[src/pkg/drive_fault_supervisor_pkg.sv]
// constants shared by the drive fault supervisor design
package drive_fault_supervisor_pkg;
  // ******************************************************************
  // register map (byte addresses)
  // ******************************************************************
  localparam int unsigned NUM_CFG = 7;
  localparam logic [7:0] OFS_CTRL = 8'h00;
  localparam logic [7:0] OFS_OVERHEAT = 8'h04;
  localparam logic [7:0] OFS_OFFLOAD = 8'h08;
  localparam logic [7:0] OFS_OVERSPEED = 8'h0c;
  localparam logic [7:0] OFS_DEVIATION = 8'h10;
  localparam logic [7:0] OFS_STANDBY = 8'h14;
  localparam logic [7:0] OFS_ACTION = 8'h18;
  localparam logic [7:0] OFS_STATUS = 8'h1c;
  localparam logic [7:0] OFS_TEMP_MON = 8'h20;
  localparam logic [7:0] OFS_LAST_CFG = 8'h18;

  // ******************************************************************
  // writable bits and values after reset, indexed by offset / 4
  // ******************************************************************
  localparam logic [31:0] CFG_MASK [NUM_CFG] = '{32'h0000_0007, 32'h0000_ffff,
    32'h03ff_03ff, 32'h03ff_03ff, 32'h03ff_03ff, 32'h0000_03ff, 32'h0000_007f};
  // sensor none, protect off; warn 90 / fault 110 degC; offload 1.0 s / 10.0 %;
  // overspeed 1.0 s / 20.0 %; deviation 5.0 s / 20.0 %; standby 100.0 %; actions 0
  localparam logic [31:0] CFG_RESET [NUM_CFG] = '{32'h0000_0000, 32'h0000_5a6e,
    32'h000a_0064, 32'h000a_00c8, 32'h0032_00c8, 32'h0000_03e8, 32'h0000_0000};

  // ******************************************************************
  // field positions
  // ******************************************************************
  localparam int unsigned SENSOR_LSB = 0;
  localparam int unsigned OFFLOAD_EN_BIT = 2;
  localparam int unsigned FAULT_THR_LSB = 0;
  localparam int unsigned WARN_THR_LSB = 8;
  localparam int unsigned LEVEL_LSB = 0;
  localparam int unsigned TIME_LSB = 16;
  localparam int unsigned ACT_DEV_LSB = 0;
  localparam int unsigned ACT_OS_LSB = 2;
  localparam int unsigned CONT_SEL_LSB = 4;
  localparam int unsigned ST_OVERHEAT = 0;
  localparam int unsigned ST_WARN = 1;
  localparam int unsigned ST_OFFLOAD = 2;
  localparam int unsigned ST_OVERSPEED = 3;
  localparam int unsigned ST_DEVIATION = 4;

  // ******************************************************************
  // codes
  // ******************************************************************
  typedef enum logic [1:0] {SENSOR_NONE = 2'b00, SENSOR_PT100 = 2'b01, SENSOR_PT1000 = 2'b10} sensor_e;
  typedef enum logic [1:0] {ACT_COAST = 2'b00, ACT_RAMP = 2'b01, ACT_CONTINUE = 2'b10} action_e;
  localparam logic [2:0] CONT_RUN_FREQ = 3'h0;
  localparam logic [2:0] CONT_SET_FREQ = 3'h1;
  localparam logic [2:0] CONT_UPPER = 3'h2;
  localparam logic [2:0] CONT_LOWER = 3'h3;
  localparam logic [2:0] CONT_STANDBY = 3'h4;
  localparam logic [1:0] RESP_OKAY = 2'b00;
  localparam logic [1:0] RESP_SLVERR = 2'b10;

  // ******************************************************************
  // scaling and timing
  // ******************************************************************
  localparam int unsigned PER_MILLE = 1000;
  localparam int unsigned OFFLOAD_FREQ_PCT = 7;
  localparam int unsigned PERCENT = 100;
  localparam int unsigned CLK_PERIOD_NS = 10;
  localparam int unsigned TIME_UNIT_NS = 100_000_000;
  localparam int unsigned TIME_UNIT_CYCLES = TIME_UNIT_NS / CLK_PERIOD_NS;
  localparam int unsigned TIME_W = 10;
endpackage

[src/core/persist_timer.sv]
// persistence timer: trips once a condition has held longer than a limit
`timescale 1ns/1ps
`default_nettype none
module persist_timer #(
  parameter int unsigned CNT_W = 10,
  parameter bit ZERO_DISABLES = 1'b1
) (
  input wire logic mclk_in,
  input wire logic rst_in,
  input wire logic tick_in,
  input wire logic cond_in,
  input wire logic [CNT_W-1:0] limit_in,
  output logic trip_out
);
  logic [CNT_W-1:0] cnt_r;

  // ******************************************************************
  // count ticks while the condition stands
  // ******************************************************************
  // trip needs limit+1 ticks so the duration is strictly longer than the limit
  always_ff @(posedge mclk_in)
  begin
    if (rst_in || !cond_in || (ZERO_DISABLES && limit_in == '0))
    begin
      cnt_r <= '0;
      trip_out <= 1'b0;
    end
    else if (tick_in && !trip_out)
    begin
      if (cnt_r == limit_in)
        trip_out <= 1'b1;
      else
        cnt_r <= cnt_r + 1'b1;
    end
  end
endmodule
`default_nettype wire

[src/core/drive_fault_supervisor.sv]
// drive fault supervisor: temperature, off-load, overspeed and deviation checks
// Function
// a sensor type field holds 0 none, 1 PT100 class, 2 PT1000 class, reset 0.
// the measured motor temperature is readable in a read-only monitor register.
// temperature above the overheat threshold (0..200 degC, reset 110) raises a fault; the code accepts thresholds up to 255.
// temperature above the warning threshold (0..200 degC, reset 90) drives the warning output; the code accepts thresholds up to 255.
// a one-bit off-load protection enable resets to 0.
// when enabled, current below the level longer than the time cuts frequency to 7 % of rated.
// the off-load cut ends as soon as the current recovers.
// speed above max frequency by more than the margin longer than the time raises overspeed.
// an overspeed time of zero disables overspeed detection.
// speed off the set frequency by more than the margin longer than the time raises deviation.
// a deviation time of zero disables deviation detection.
// a standby frequency of 0..100 % of max frequency resets to 100 %; the code accepts up to 1023 per mille (102.3 %).
// a continue-running fault with selection 4 runs at the standby frequency.
// deviation uses the units action digit and overspeed the tens: coast, ramp stop, continue.
// each persistence timer restarts whenever its condition clears early.
`timescale 1ns/1ps
`default_nettype none
module drive_fault_supervisor #(
  parameter int unsigned TIME_UNIT_CYCLES = drive_fault_supervisor_pkg::TIME_UNIT_CYCLES
) (
  input wire logic mclk_in,
  input wire logic rst_in,
  input wire logic [7:0] s_axi_awaddr_in,
  input wire logic s_axi_awvalid_in,
  output logic s_axi_awready_out,
  input wire logic [31:0] s_axi_wdata_in,
  input wire logic [3:0] s_axi_wstrb_in,
  input wire logic s_axi_wvalid_in,
  output logic s_axi_wready_out,
  output logic [1:0] s_axi_bresp_out,
  output logic s_axi_bvalid_out,
  input wire logic s_axi_bready_in,
  input wire logic [7:0] s_axi_araddr_in,
  input wire logic s_axi_arvalid_in,
  output logic s_axi_arready_out,
  output logic [31:0] s_axi_rdata_out,
  output logic [1:0] s_axi_rresp_out,
  output logic s_axi_rvalid_out,
  input wire logic s_axi_rready_in,
  input wire logic [7:0] motor_temp_in,
  input wire logic [9:0] output_current_in,
  input wire logic [15:0] motor_speed_in,
  input wire logic [15:0] set_freq_in,
  input wire logic [15:0] run_freq_in,
  input wire logic [15:0] max_freq_in,
  input wire logic [15:0] upper_freq_in,
  input wire logic [15:0] lower_freq_in,
  input wire logic [15:0] rated_freq_in,
  output logic overheat_warning_out,
  output logic overheat_fault_out,
  output logic overspeed_fault_out,
  output logic speed_deviation_fault_out,
  output logic stop_coast_out,
  output logic stop_ramp_out,
  output logic freq_override_out,
  output logic [15:0] freq_cmd_out
);
  if (TIME_UNIT_CYCLES < 2)
  begin : g_bad_time
    $error("TIME_UNIT_CYCLES must be at least 2");
  end

  // ******************************************************************
  // helpers
  // ******************************************************************
  // byte-lane merge limited to the writable bits of a register
  function automatic logic [31:0] merge(input logic [31:0] old, input logic [31:0] wd,
    input logic [3:0] strb, input logic [31:0] mask);
    logic [31:0] res;
    res = old;
    for (int i = 0; i < 4; i++)
      if (strb[i])
        res[i*8 +: 8] = wd[i*8 +: 8];
    merge = res & mask;
  endfunction

  // fraction in per mille of a frequency, saturated to 16 bits
  function automatic logic [15:0] scale(input logic [15:0] f, input logic [9:0] pm);
    logic [25:0] prod;
    prod = 26'(f * pm) / 26'(drive_fault_supervisor_pkg::PER_MILLE);
    scale = (prod > 26'h00_ffff) ? 16'hffff : prod[15:0];
  endfunction

  // ******************************************************************
  // register storage and bus state
  // ******************************************************************
  logic [31:0] cfg_r [drive_fault_supervisor_pkg::NUM_CFG];
  logic [7:0] awaddr_r;
  logic [31:0] wdata_r;
  logic [3:0] wstrb_r;
  logic do_write;
  logic [2:0] widx;
  logic wr_mapped;
  logic clr_overheat;
  logic clr_overspeed;
  logic clr_deviation;
  logic [7:0] temp_mon_r;
  logic offload_active_r;

  assign widx = awaddr_r[4:2];
  assign wr_mapped = (awaddr_r[1:0] == 2'b00) && (awaddr_r <= drive_fault_supervisor_pkg::OFS_LAST_CFG);
  assign do_write = !s_axi_awready_out && !s_axi_wready_out && !s_axi_bvalid_out;
  assign clr_overheat = do_write && awaddr_r == drive_fault_supervisor_pkg::OFS_STATUS && wstrb_r[0]
    && wdata_r[drive_fault_supervisor_pkg::ST_OVERHEAT];
  assign clr_overspeed = do_write && awaddr_r == drive_fault_supervisor_pkg::OFS_STATUS && wstrb_r[0]
    && wdata_r[drive_fault_supervisor_pkg::ST_OVERSPEED];
  assign clr_deviation = do_write && awaddr_r == drive_fault_supervisor_pkg::OFS_STATUS && wstrb_r[0]
    && wdata_r[drive_fault_supervisor_pkg::ST_DEVIATION];

  // write address and data taken independently, one write at a time
  always_ff @(posedge mclk_in)
  begin
    if (rst_in)
    begin
      s_axi_awready_out <= 1'b1;
      s_axi_wready_out <= 1'b1;
      s_axi_bvalid_out <= 1'b0;
      s_axi_bresp_out <= drive_fault_supervisor_pkg::RESP_OKAY;
      awaddr_r <= 8'h00;
      wdata_r <= 32'h0000_0000;
      wstrb_r <= 4'h0;
    end
    else
    begin
      if (s_axi_awvalid_in && s_axi_awready_out)
      begin
        awaddr_r <= s_axi_awaddr_in;
        s_axi_awready_out <= 1'b0;
      end
      if (s_axi_wvalid_in && s_axi_wready_out)
      begin
        wdata_r <= s_axi_wdata_in;
        wstrb_r <= s_axi_wstrb_in;
        s_axi_wready_out <= 1'b0;
      end
      if (do_write)
      begin
        s_axi_bvalid_out <= 1'b1;
        s_axi_bresp_out <= (wr_mapped || awaddr_r == drive_fault_supervisor_pkg::OFS_STATUS)
          ? drive_fault_supervisor_pkg::RESP_OKAY : drive_fault_supervisor_pkg::RESP_SLVERR;
      end
      if (s_axi_bvalid_out && s_axi_bready_in)
      begin
        s_axi_bvalid_out <= 1'b0;
        s_axi_awready_out <= 1'b1;
        s_axi_wready_out <= 1'b1;
      end
    end
  end

  // configuration registers, one generated word each
  for (genvar g = 0; g < drive_fault_supervisor_pkg::NUM_CFG; g++)
  begin : g_cfg
    always_ff @(posedge mclk_in)
    begin
      if (rst_in)
        cfg_r[g] <= drive_fault_supervisor_pkg::CFG_RESET[g];
      else if (do_write && wr_mapped && widx == 3'(g))
        cfg_r[g] <= merge(cfg_r[g], wdata_r, wstrb_r, drive_fault_supervisor_pkg::CFG_MASK[g]);
    end
  end

  // ******************************************************************
  // field views
  // ******************************************************************
  logic [1:0] sensor_sel;
  logic offload_en;
  logic [7:0] fault_thr;
  logic [7:0] warn_thr;
  logic [9:0] offload_level;
  logic [9:0] offload_time;
  logic [9:0] os_margin;
  logic [9:0] os_time;
  logic [9:0] dv_margin;
  logic [9:0] dv_time;
  logic [9:0] standby_pm;
  logic [1:0] act_dev;
  logic [1:0] act_os;
  logic [2:0] cont_sel;

  assign sensor_sel = cfg_r[0][drive_fault_supervisor_pkg::SENSOR_LSB +: 2];
  assign offload_en = cfg_r[0][drive_fault_supervisor_pkg::OFFLOAD_EN_BIT];
  assign fault_thr = cfg_r[1][drive_fault_supervisor_pkg::FAULT_THR_LSB +: 8];
  assign warn_thr = cfg_r[1][drive_fault_supervisor_pkg::WARN_THR_LSB +: 8];
  assign offload_level = cfg_r[2][drive_fault_supervisor_pkg::LEVEL_LSB +: 10];
  assign offload_time = cfg_r[2][drive_fault_supervisor_pkg::TIME_LSB +: 10];
  assign os_margin = cfg_r[3][drive_fault_supervisor_pkg::LEVEL_LSB +: 10];
  assign os_time = cfg_r[3][drive_fault_supervisor_pkg::TIME_LSB +: 10];
  assign dv_margin = cfg_r[4][drive_fault_supervisor_pkg::LEVEL_LSB +: 10];
  assign dv_time = cfg_r[4][drive_fault_supervisor_pkg::TIME_LSB +: 10];
  assign standby_pm = cfg_r[5][9:0];
  assign act_dev = cfg_r[6][drive_fault_supervisor_pkg::ACT_DEV_LSB +: 2];
  assign act_os = cfg_r[6][drive_fault_supervisor_pkg::ACT_OS_LSB +: 2];
  assign cont_sel = cfg_r[6][drive_fault_supervisor_pkg::CONT_SEL_LSB +: 3];

  // ******************************************************************
  // read channel
  // ******************************************************************
  logic [7:0] raddr;
  logic [31:0] status_word;

  assign raddr = s_axi_araddr_in;
  assign status_word = {27'h0, speed_deviation_fault_out, overspeed_fault_out, offload_active_r,
    overheat_warning_out, overheat_fault_out};

  // one read at a time; data sampled with the address
  always_ff @(posedge mclk_in)
  begin
    if (rst_in)
    begin
      s_axi_arready_out <= 1'b1;
      s_axi_rvalid_out <= 1'b0;
      s_axi_rdata_out <= 32'h0000_0000;
      s_axi_rresp_out <= drive_fault_supervisor_pkg::RESP_OKAY;
    end
    else if (s_axi_arvalid_in && s_axi_arready_out)
    begin
      s_axi_arready_out <= 1'b0;
      s_axi_rvalid_out <= 1'b1;
      s_axi_rresp_out <= drive_fault_supervisor_pkg::RESP_OKAY;
      if (raddr[1:0] == 2'b00 && raddr <= drive_fault_supervisor_pkg::OFS_LAST_CFG)
        s_axi_rdata_out <= cfg_r[raddr[4:2]];
      else if (raddr == drive_fault_supervisor_pkg::OFS_STATUS)
        s_axi_rdata_out <= status_word;
      else if (raddr == drive_fault_supervisor_pkg::OFS_TEMP_MON)
        s_axi_rdata_out <= {24'h0, temp_mon_r};
      else
      begin
        s_axi_rdata_out <= 32'h0000_0000;
        s_axi_rresp_out <= drive_fault_supervisor_pkg::RESP_SLVERR;
      end
    end
    else if (s_axi_rvalid_out && s_axi_rready_in)
    begin
      s_axi_rvalid_out <= 1'b0;
      s_axi_arready_out <= 1'b1;
    end
  end

  // ******************************************************************
  // temperature supervision
  // ******************************************************************
  // with no sensor fitted the reading is meaningless, so it shows zero
  always_ff @(posedge mclk_in)
  begin
    if (rst_in)
      temp_mon_r <= 8'h00;
    else if (sensor_sel == drive_fault_supervisor_pkg::SENSOR_NONE)
      temp_mon_r <= 8'h00;
    else
      temp_mon_r <= motor_temp_in;
  end

  // warning follows the temperature, the fault latches until cleared; set beats clear
  always_ff @(posedge mclk_in)
  begin
    if (rst_in)
    begin
      overheat_warning_out <= 1'b0;
      overheat_fault_out <= 1'b0;
    end
    else
    begin
      overheat_warning_out <= (sensor_sel != drive_fault_supervisor_pkg::SENSOR_NONE)
        && (temp_mon_r > warn_thr);
      if ((sensor_sel != drive_fault_supervisor_pkg::SENSOR_NONE) && temp_mon_r > fault_thr)
        overheat_fault_out <= 1'b1;
      else if (clr_overheat)
        overheat_fault_out <= 1'b0;
    end
  end

  // ******************************************************************
  // time base and persistence timers
  // ******************************************************************
  logic [31:0] tick_cnt_r;
  logic tick_r;

  // one tick per 0.1 s shared by all timers
  always_ff @(posedge mclk_in)
  begin
    if (rst_in || tick_cnt_r == TIME_UNIT_CYCLES - 1)
      tick_cnt_r <= 32'h0000_0000;
    else
      tick_cnt_r <= tick_cnt_r + 32'h0000_0001;
  end

  always_ff @(posedge mclk_in)
  begin
    if (rst_in)
      tick_r <= 1'b0;
    else
      tick_r <= (tick_cnt_r == TIME_UNIT_CYCLES - 1);
  end

  logic [16:0] os_limit;
  logic [15:0] dv_limit;
  logic [16:0] speed_diff;
  logic low_current;
  logic over_speed;
  logic off_speed;
  logic [2:0] trip;

  assign os_limit = {1'b0, max_freq_in} + {1'b0, scale(max_freq_in, os_margin)};
  assign dv_limit = scale(max_freq_in, dv_margin);
  assign speed_diff = (motor_speed_in >= set_freq_in) ? {1'b0, motor_speed_in - set_freq_in}
    : {1'b0, set_freq_in - motor_speed_in};
  assign low_current = offload_en && (output_current_in < offload_level);
  assign over_speed = {1'b0, motor_speed_in} > os_limit;
  assign off_speed = speed_diff > {1'b0, dv_limit};

  persist_timer #(.CNT_W(drive_fault_supervisor_pkg::TIME_W), .ZERO_DISABLES(1'b0)) u_offload (
    .mclk_in(mclk_in),
    .rst_in(rst_in),
    .tick_in(tick_r),
    .cond_in(low_current),
    .limit_in(offload_time),
    .trip_out(trip[0])
  );
  persist_timer #(.CNT_W(drive_fault_supervisor_pkg::TIME_W), .ZERO_DISABLES(1'b1)) u_overspeed (
    .mclk_in(mclk_in),
    .rst_in(rst_in),
    .tick_in(tick_r),
    .cond_in(over_speed),
    .limit_in(os_time),
    .trip_out(trip[1])
  );
  persist_timer #(.CNT_W(drive_fault_supervisor_pkg::TIME_W), .ZERO_DISABLES(1'b1)) u_deviation (
    .mclk_in(mclk_in),
    .rst_in(rst_in),
    .tick_in(tick_r),
    .cond_in(off_speed),
    .limit_in(dv_time),
    .trip_out(trip[2])
  );

  // speed faults latch; off-load cut drops with the timer once current recovers
  always_ff @(posedge mclk_in)
  begin
    if (rst_in)
    begin
      offload_active_r <= 1'b0;
      overspeed_fault_out <= 1'b0;
      speed_deviation_fault_out <= 1'b0;
    end
    else
    begin
      offload_active_r <= trip[0];
      if (trip[1])
        overspeed_fault_out <= 1'b1;
      else if (clr_overspeed)
        overspeed_fault_out <= 1'b0;
      if (trip[2])
        speed_deviation_fault_out <= 1'b1;
      else if (clr_deviation)
        speed_deviation_fault_out <= 1'b0;
    end
  end

  // ******************************************************************
  // fault action and frequency command
  // ******************************************************************
  logic coast_nxt;
  logic ramp_nxt;
  logic cont_nxt;
  logic [15:0] cont_freq;

  // a stop request beats continue-running; overheat always coasts
  always_comb
  begin
    coast_nxt = overheat_fault_out
      || (overspeed_fault_out && act_os == drive_fault_supervisor_pkg::ACT_COAST)
      || (speed_deviation_fault_out && act_dev == drive_fault_supervisor_pkg::ACT_COAST);
    ramp_nxt = !coast_nxt && ((overspeed_fault_out && act_os == drive_fault_supervisor_pkg::ACT_RAMP)
      || (speed_deviation_fault_out && act_dev == drive_fault_supervisor_pkg::ACT_RAMP));
    cont_nxt = !coast_nxt && !ramp_nxt
      && ((overspeed_fault_out && act_os == drive_fault_supervisor_pkg::ACT_CONTINUE)
      || (speed_deviation_fault_out && act_dev == drive_fault_supervisor_pkg::ACT_CONTINUE));
    case (cont_sel)
      drive_fault_supervisor_pkg::CONT_RUN_FREQ: cont_freq = run_freq_in;
      drive_fault_supervisor_pkg::CONT_SET_FREQ: cont_freq = set_freq_in;
      drive_fault_supervisor_pkg::CONT_UPPER: cont_freq = upper_freq_in;
      drive_fault_supervisor_pkg::CONT_LOWER: cont_freq = lower_freq_in;
      drive_fault_supervisor_pkg::CONT_STANDBY: cont_freq = scale(max_freq_in, standby_pm);
      default: cont_freq = run_freq_in;
    endcase
  end

  always_ff @(posedge mclk_in)
  begin
    if (rst_in)
    begin
      stop_coast_out <= 1'b0;
      stop_ramp_out <= 1'b0;
      freq_override_out <= 1'b0;
      freq_cmd_out <= 16'h0000;
    end
    else
    begin
      stop_coast_out <= coast_nxt;
      stop_ramp_out <= ramp_nxt;
      freq_override_out <= cont_nxt || offload_active_r;
      if (cont_nxt)
        freq_cmd_out <= cont_freq;
      else if (offload_active_r)
        freq_cmd_out <= 16'(32'(rated_freq_in) * drive_fault_supervisor_pkg::OFFLOAD_FREQ_PCT
          / drive_fault_supervisor_pkg::PERCENT);
      else
        freq_cmd_out <= set_freq_in;
    end
  end
endmodule
`default_nettype wire

[config.mk]
export PLATFORM = sky130hd
export DESIGN_NAME = drive_fault_supervisor
export DESIGN_NICKNAME = d
export VERILOG_FILES = /design/src/pkg/drive_fault_supervisor_pkg.sv /design/src/core/persist_timer.sv /design/src/core/drive_fault_supervisor.sv
export SDC_FILE = /design/constraint.sdc
export NUM_CORES = 2
export LEC_CHECK = 0
export BUFFER_PORTS_ARGS = -buffer_cell sky130_fd_sc_hd__clkbuf_2
export CORE_AREA = 2 2 286 288
export DETAILED_ROUTE_END_ITERATION = 10
export DIE_AREA = 0 0 288 290
export PLACE_DENSITY = 0.78
export SYNTH_ARGS = -nofsm -noshare
export SYNTH_HDL_FRONTEND = slang
export SYNTH_SLANG_ARGS = --single-unit
[constraint.sdc]
create_clock -name mclk_in -period 42.9 [get_ports mclk_in]
set_input_delay 12.87 -clock mclk_in [delete_from_list [all_inputs] [get_ports mclk_in]]
set_output_delay 12.87 -clock mclk_in [all_outputs]
set_load 0.05 [all_outputs]
== After elaboration in Yosys (flattened, before gate mapping) ==
Memory sizes are Yosys's and may differ from the RTL's.
Cells that the tools add are included.

* Bits in registers: 177
* RAM bits: 182
* Input bits: 189
* Output and inout bits: 64
* Word-level logic and storage cells: 276
* Memories kept: 1

{| class="wikitable"
|+ Memories
! memory !! words !! width !! rd ports !! clocked after Yosys merged registers in !! wr ports !! line !! source
|-
| cfg_r || 7 || 26 || 8 || 0 || 7 || drive_fault_supervisor.sv:89 || <nowiki>logic [31:0] cfg_r [drive_fault_supervisor_pkg::NUM_CFG];</nowiki>
|}

* $add $sub $neg: 7
* Multipliers: 4
* Div/mod/pow operators: 4
* Order comparisons: 11
* Equal/unequal tests: 21
* Mux-type cells: 108
* Bitwise gates (word level): 10
* Reduce and logical (&&, ||, !) cells: 81

{| class="wikitable"
|+ Operator list
! kind !! count
|-
| two-way mux 8 bit || 29
|-
| two-way mux 26 bit || 7
|-
| two-way mux 16 bit || 6
|-
| divider 26 x 10 -> 26 bit (second input constant) || 3
|-
| greater-than comparator 26 x 16 -> 1 bit (second input constant) || 3
|-
| multiplier 16 x 10 -> 26 bit || 3
|-
| one-hot mux 16 bit (4 select lines) || 1
|-
| two-way mux 2 bit || 25
|-
| logical AND 1 bit || 37
|-
| two-way mux 1 bit || 33
|-
| adder 32 x 1 -> 32 bit (second input constant) || 1
|-
| divider 19 x 7 -> 32 bit (second input constant) || 1
|-
| == test 32 x 24 -> 1 bit (second input constant) || 1
|-
| two-way mux 32 bit || 1
|-
| subtractor 16 bit || 2
|-
| adder 10 x 1 -> 10 bit (second input constant) || 3
|-
| == test 10 bit || 3
|-
| two-way mux 7 bit || 3
|-
| logical NOT 10 bit || 2
|-
| multiplier 16 x 3 -> 19 bit (second input constant) || 1
|-
| adder 16 x 16 -> 17 bit || 1
|-
| greater-than comparator 16 x 17 -> 1 bit || 1
|-
| == test 8 x 5 -> 1 bit (second input constant) || 2
|-
| >= comparator 16 bit || 1
|-
| other kinds (20) || 76
|}

== Logic depth before layout (Yosys ltp) ==
An unclocked memory read counts as a cell.

* Word-level depth: 11
* Depth in mapped cells: 91
* Gate-level depth less buffers: 80

== By module ==
From an unflattened synthesis, not the netlist that was laid out.

* Cell total of the unflattened synthesis: 6216
* Area total of the unflattened synthesis: 48914.4 µm²

{| class="wikitable"
|+ By module, submodules not included
! module !! times used !! cells an instance !! area an instance (µm²) !! seq. area each (µm²)
|-
| drive_fault_supervisor || 1 || 5985 || 46933.8 || 5605.4
|-
| persist_timer (u_deviation ...) || 2 || 77 || 651.9 || 220.2
|-
| persist_timer (u_offload) || 1 || 77 || 676.9 || 220.2
|}

== Worst setup path before layout ==
No wires, ideal clock.

* Kind: input to register
* Start point: input max_freq_in[5]
* End point: register u_overspeed.cnt_r[1]
* Library setup time: 0.128 ns
* Data arrival time: 30.937 ns
* Data required time: 42.772 ns
* Path slack: 11.836 ns
* Stages on the path: 77
* Path buffers: 3
* Path through: clkbuf_1 > nand2_1 > fa_1 > inv_1 > fa_1 > inv_1 > fa_1 > inv_1 > fa_1 > fa_1 > ha_1 > a2111oi_2 > o21ai_2 > a32oi_4 > o21ai_2 > xnor2_2 > o21a_1 > nor4_2 > [41 not listed] > o21ai_0 > a21oi_1 > o21ai_0 > a21oi_1 > o21ai_0 > a21oi_1 > o21ai_0 > a21oi_1 > o21ai_0 > a21oi_1 > xor2_1 > ha_1 > nand4_1 > nor4_1 > a31oi_1 > o2111ai_1 > clkbuf_1 > nor2_1

* Cells in the longest elaborated chain, start to end: 9

{| class="wikitable"
|+ RTL lines
! item !! line !! source
|-
| start: declaration || drive_fault_supervisor.sv:47 || <nowiki>input wire logic [15:0] max_freq_in,</nowiki>
|-
| multiplier 16 x 10 -> 26 bit || drive_fault_supervisor.sv:82 || <nowiki>prod = 26'(f * pm) / 26'(drive_fault_supervisor_pkg::PER_MILLE);</nowiki>
|-
| divider 26 x 10 -> 26 bit || drive_fault_supervisor.sv:82 ||
|-
| greater-than comparator 26 x 16 -> 1 bit || drive_fault_supervisor.sv:83 || <nowiki>scale = (prod > 26'h00_ffff) ? 16'hffff : prod[15:0];</nowiki>
|-
| two-way mux 16 bit || drive_fault_supervisor.sv:83 ||
|-
| adder 16 x 16 -> 17 bit (*) || drive_fault_supervisor.sv:306 || <nowiki>assign os_limit = {1'b0, max_freq_in} + {1'b0, scale(max_freq_in, os_margin)};</nowiki>
|-
| greater-than comparator 16 x 17 -> 1 bit (*) || drive_fault_supervisor.sv:311 || <nowiki>assign over_speed = {1'b0, motor_speed_in} > os_limit;</nowiki>
|-
| logical NOT 1 bit (*) || persist_timer.sv:23 || <nowiki>if (rst_in || !cond_in || (ZERO_DISABLES && limit_in == '0))</nowiki>
|-
| logical OR 1 bit (*) (2 in a row) || persist_timer.sv:23 ||
|-
| end signal: assignment || persist_timer.sv:33 || <nowiki>cnt_r <= cnt_r + 1'b1;</nowiki>
|-
| end: declaration || persist_timer.sv:15 || <nowiki>logic [CNT_W-1:0] cnt_r;</nowiki>
|}

Every way passes the cells marked *; elsewhere a longest branch is shown, timed or not.
A chain may end at the register's enable or synchronous reset.

== Worst setup path after layout ==
* Start point: input max_freq_in[5]
* End point: register u_overspeed.cnt_r[2]

Same word-level chain as after synthesis.

==> impl_metrics.yaml <==
run_status:
  status: "complete, no violations"
sta:
  rsz0062_at_grt: "false"
  fin_ws_ps: 6670
  hold_viol: 0
  fin_crit_ps: 36230
  tightestPinTransition_ps: 1265
  setup_viol: 0
  fin_worst_skew_ps: 19.17
  fin_tns_setup_ps: 0
  timing.fmax_ghz: 0.02760
  slew_headroom_pct: 15.55
  final_max_slew_viol_count: 0
  min_period_over_period_pct: 84.45
  hold_slack_ps: 458.9
yosys:
  ys_seq_elements: 265
  synth_edf_count: 96
  postSynth.asyncResetShare_pct: 0
  ys_warn_count: 0
  synth_compound_area_share_pct: 25.12
  synth_top_family_by_area: "compound AO/OA/AOI/OAI gates"
  synth_xor_area_share_pct: 6.717
  synth_ff_type: "dfxtp_1"
  synth_cell_types: 172
  syn_area_per_cell_um2: 8.011
  yosys.area_share.adder_pct: 22.55
  synthSimpleGateAreaFrac_pct: 23.66
  synth_mux_area_share_pct: 3.024
  netlist_area_um2: 48780
  yosysSeqAreaShare_pct: 12.84
  syn_inst: 6090
clock_network:
  cts_root_buf: "clkbuf_16"
  cts_hold_buffers: 0
  post_cts_buffers: 0
  numCtsBuffers: 25
  cts-htree-levels: 1
  cts_sinks: 265
  clockBufferDepth: 3
  cts_tree: "yes"
  clk_pin_slew_ps: 70
  cts_resized: 0
  insertion_delay_ps: 550
global_route:
  first_global_vias: 45040
  overflow: 0
  antenna_found_initial: 13
  grt_max_degree: 64
  grt_pass1_wl_um: 233200
  grt_use_total_pct: 33.66
die:
  fp.dieW_um: 288
  start_util_pct: 60.86
  die_y_um: 290
  rows: 104
  die_area_um2: 83520
  core_area_um2: 80160
  ios: 253
final_layout:
  drive_above_1_share_pct: 10.58
  stdcell_count: 7213
  layout_common_cells: "723 x nand2_1, 443 x nor2_1, 416 x inv_1"
  fill_cells: 6979
  synthToLayoutAreaGrowth_pct: 4.740
  finalNetCount: 6970
  final_common_cell: "nand2_1"
setup_path:
  crit_path_end_kind: "register"
  path_class: "in2reg"
  start_kind: "input pin"
  path_max_fanout: 31
  cp.arrival_ps: 36670
  crit_top_cell: "a21oi_1"
  cp.required_ps: 43340
  cpPeakStageDelay_ps: 960
  critPathSlowestCell: "nor3_1"
routing:
  totalWireLength_um: 144500
  routedWlPerCell_um: 20.04
  route.antenna.remaining_nets: 0
  avgViaCountPerCell: 6.548
  remaining_drc_errors: 0
  drt-initial-drc-count: 4109
  first_pass_iters: 6
  vias: 47230
place:
  gp_congestion: 0.9896
  place.port_buffers: 238
  place_ws_ps: 7000
  hpwl_um: 114700
  dp_cells: 7156
flow_run:
  maxCapViolations: 0
min_path:
  hold_class: "reg2reg"
==> metal layers <==
metal	global-route usage, %	up-vias	share of wire, %
li1	-	22040	-
met1	44.36	22770	41
met2	55.38	2070	46
met3	5.283	346	8.7
met4	12.84	10	4.3
met5	0	-	0.046
==> state kept, by name, summed over array words and instances, names as in the netlist, 10 cells and up <==
| signal | cells |
|---|---|
| freq_cmd_out | 16 |
| cfg_r | 96 |
| u_offload.cnt_r | 10 |
| tick_cnt_r | 32 |
| u_deviation.cnt_r | 10 |
| s_axi_rdata_out | 26 |
| u_overspeed.cnt_r | 10 |
| wdata_r | 26 |
==> cells by family after synthesis <==
| family | Yosys count |
|---|---|
| AOI/OAI and AO/OA | 1678 |
| buffers and inverters | 691 |
| and+or+nand+nor | 2305 |
| xor gates and xnor gates | 360 |
| muxes | 117 |
| other | 1 |
| DFF | 265 |
| adders and majority gates | 673 |
==> metrics by stage <==
step	util (%)	area, µm²
2_1_floorplan	-	48810
3_5_place_dp	62.64	50210
6_report	63.75	51100
5_1_grt	63.71	51070
3_3_place_gp	62.64	50210
4_1_cts	63.71	51070
==> cell type report <==
class / instances / area, µm² / area share [%]
Antenna cell: 11 / 27.53 / 0.05387
Clock buffer: 30 / 654.4 / 1.281
Clock inverter: 16 / 203.9 / 0.3991
Inverter: 418 / 1569 / 3.071
Multi-Input combinational cell: 5141 / 39600 / 77.50
Sequential cell: 265 / 6266 / 12.26
Tap cell: 1060 / 1326 / 2.596
Timing Repair Buffer: 272 / 1449 / 2.836
==> synth_stat cells, types with 88 or more instances <==
cell type / count / area, µm²
nor2_1: 443 / 1663
xor2_1: 105 / 919.6
dfxtp_1: 169 / 3383
fa_1: 349 / 6987
nand2_1: 723 / 2714
edfxtp_1: 96 / 2883
nand3_1: 156 / 780.8
and2_1: 332 / 2077
o21ai_0: 229 / 1146
xnor2_1: 241 / 2111
nand4_1: 88 / 550.5
a21o_1: 89 / 668.1
clkbuf_1: 183 / 686.9
inv_1: 416 / 1562
a21oi_1: 406 / 2032
ha_1: 309 / 3866
nor3_1: 140 / 700.7
==> critical path: cells and delay by family <==
kind | cells | cell delay [ps]
buf+inv | 6 | 790
xor+xnor | 1 | 190
compound gates | 40 | 12560
simple gates | 21 | 6230
fa+ha+maj | 9 | 3950
==> worst paths after layout <==
| kind | from | end | slack [ps] | depth (start not counted) |
|---|---|---|---|---|
| worst min-delay path | awaddr_r[0] | awaddr_r[0] | 460 | 2 |
| worst max register to register | cfg_r[3][2] | u_overspeed.cnt_r[2] | 18640 | 75 |
| worst max-delay path | max_freq_in[5] | u_overspeed.cnt_r[2] | 6670 | 77 |
| worst min register to register | awaddr_r[0] | awaddr_r[0] | 460 | 2 |
Power is not shown: default switching activity piles up to over one toggle a cycle in this logic, so the estimate is an artifact.
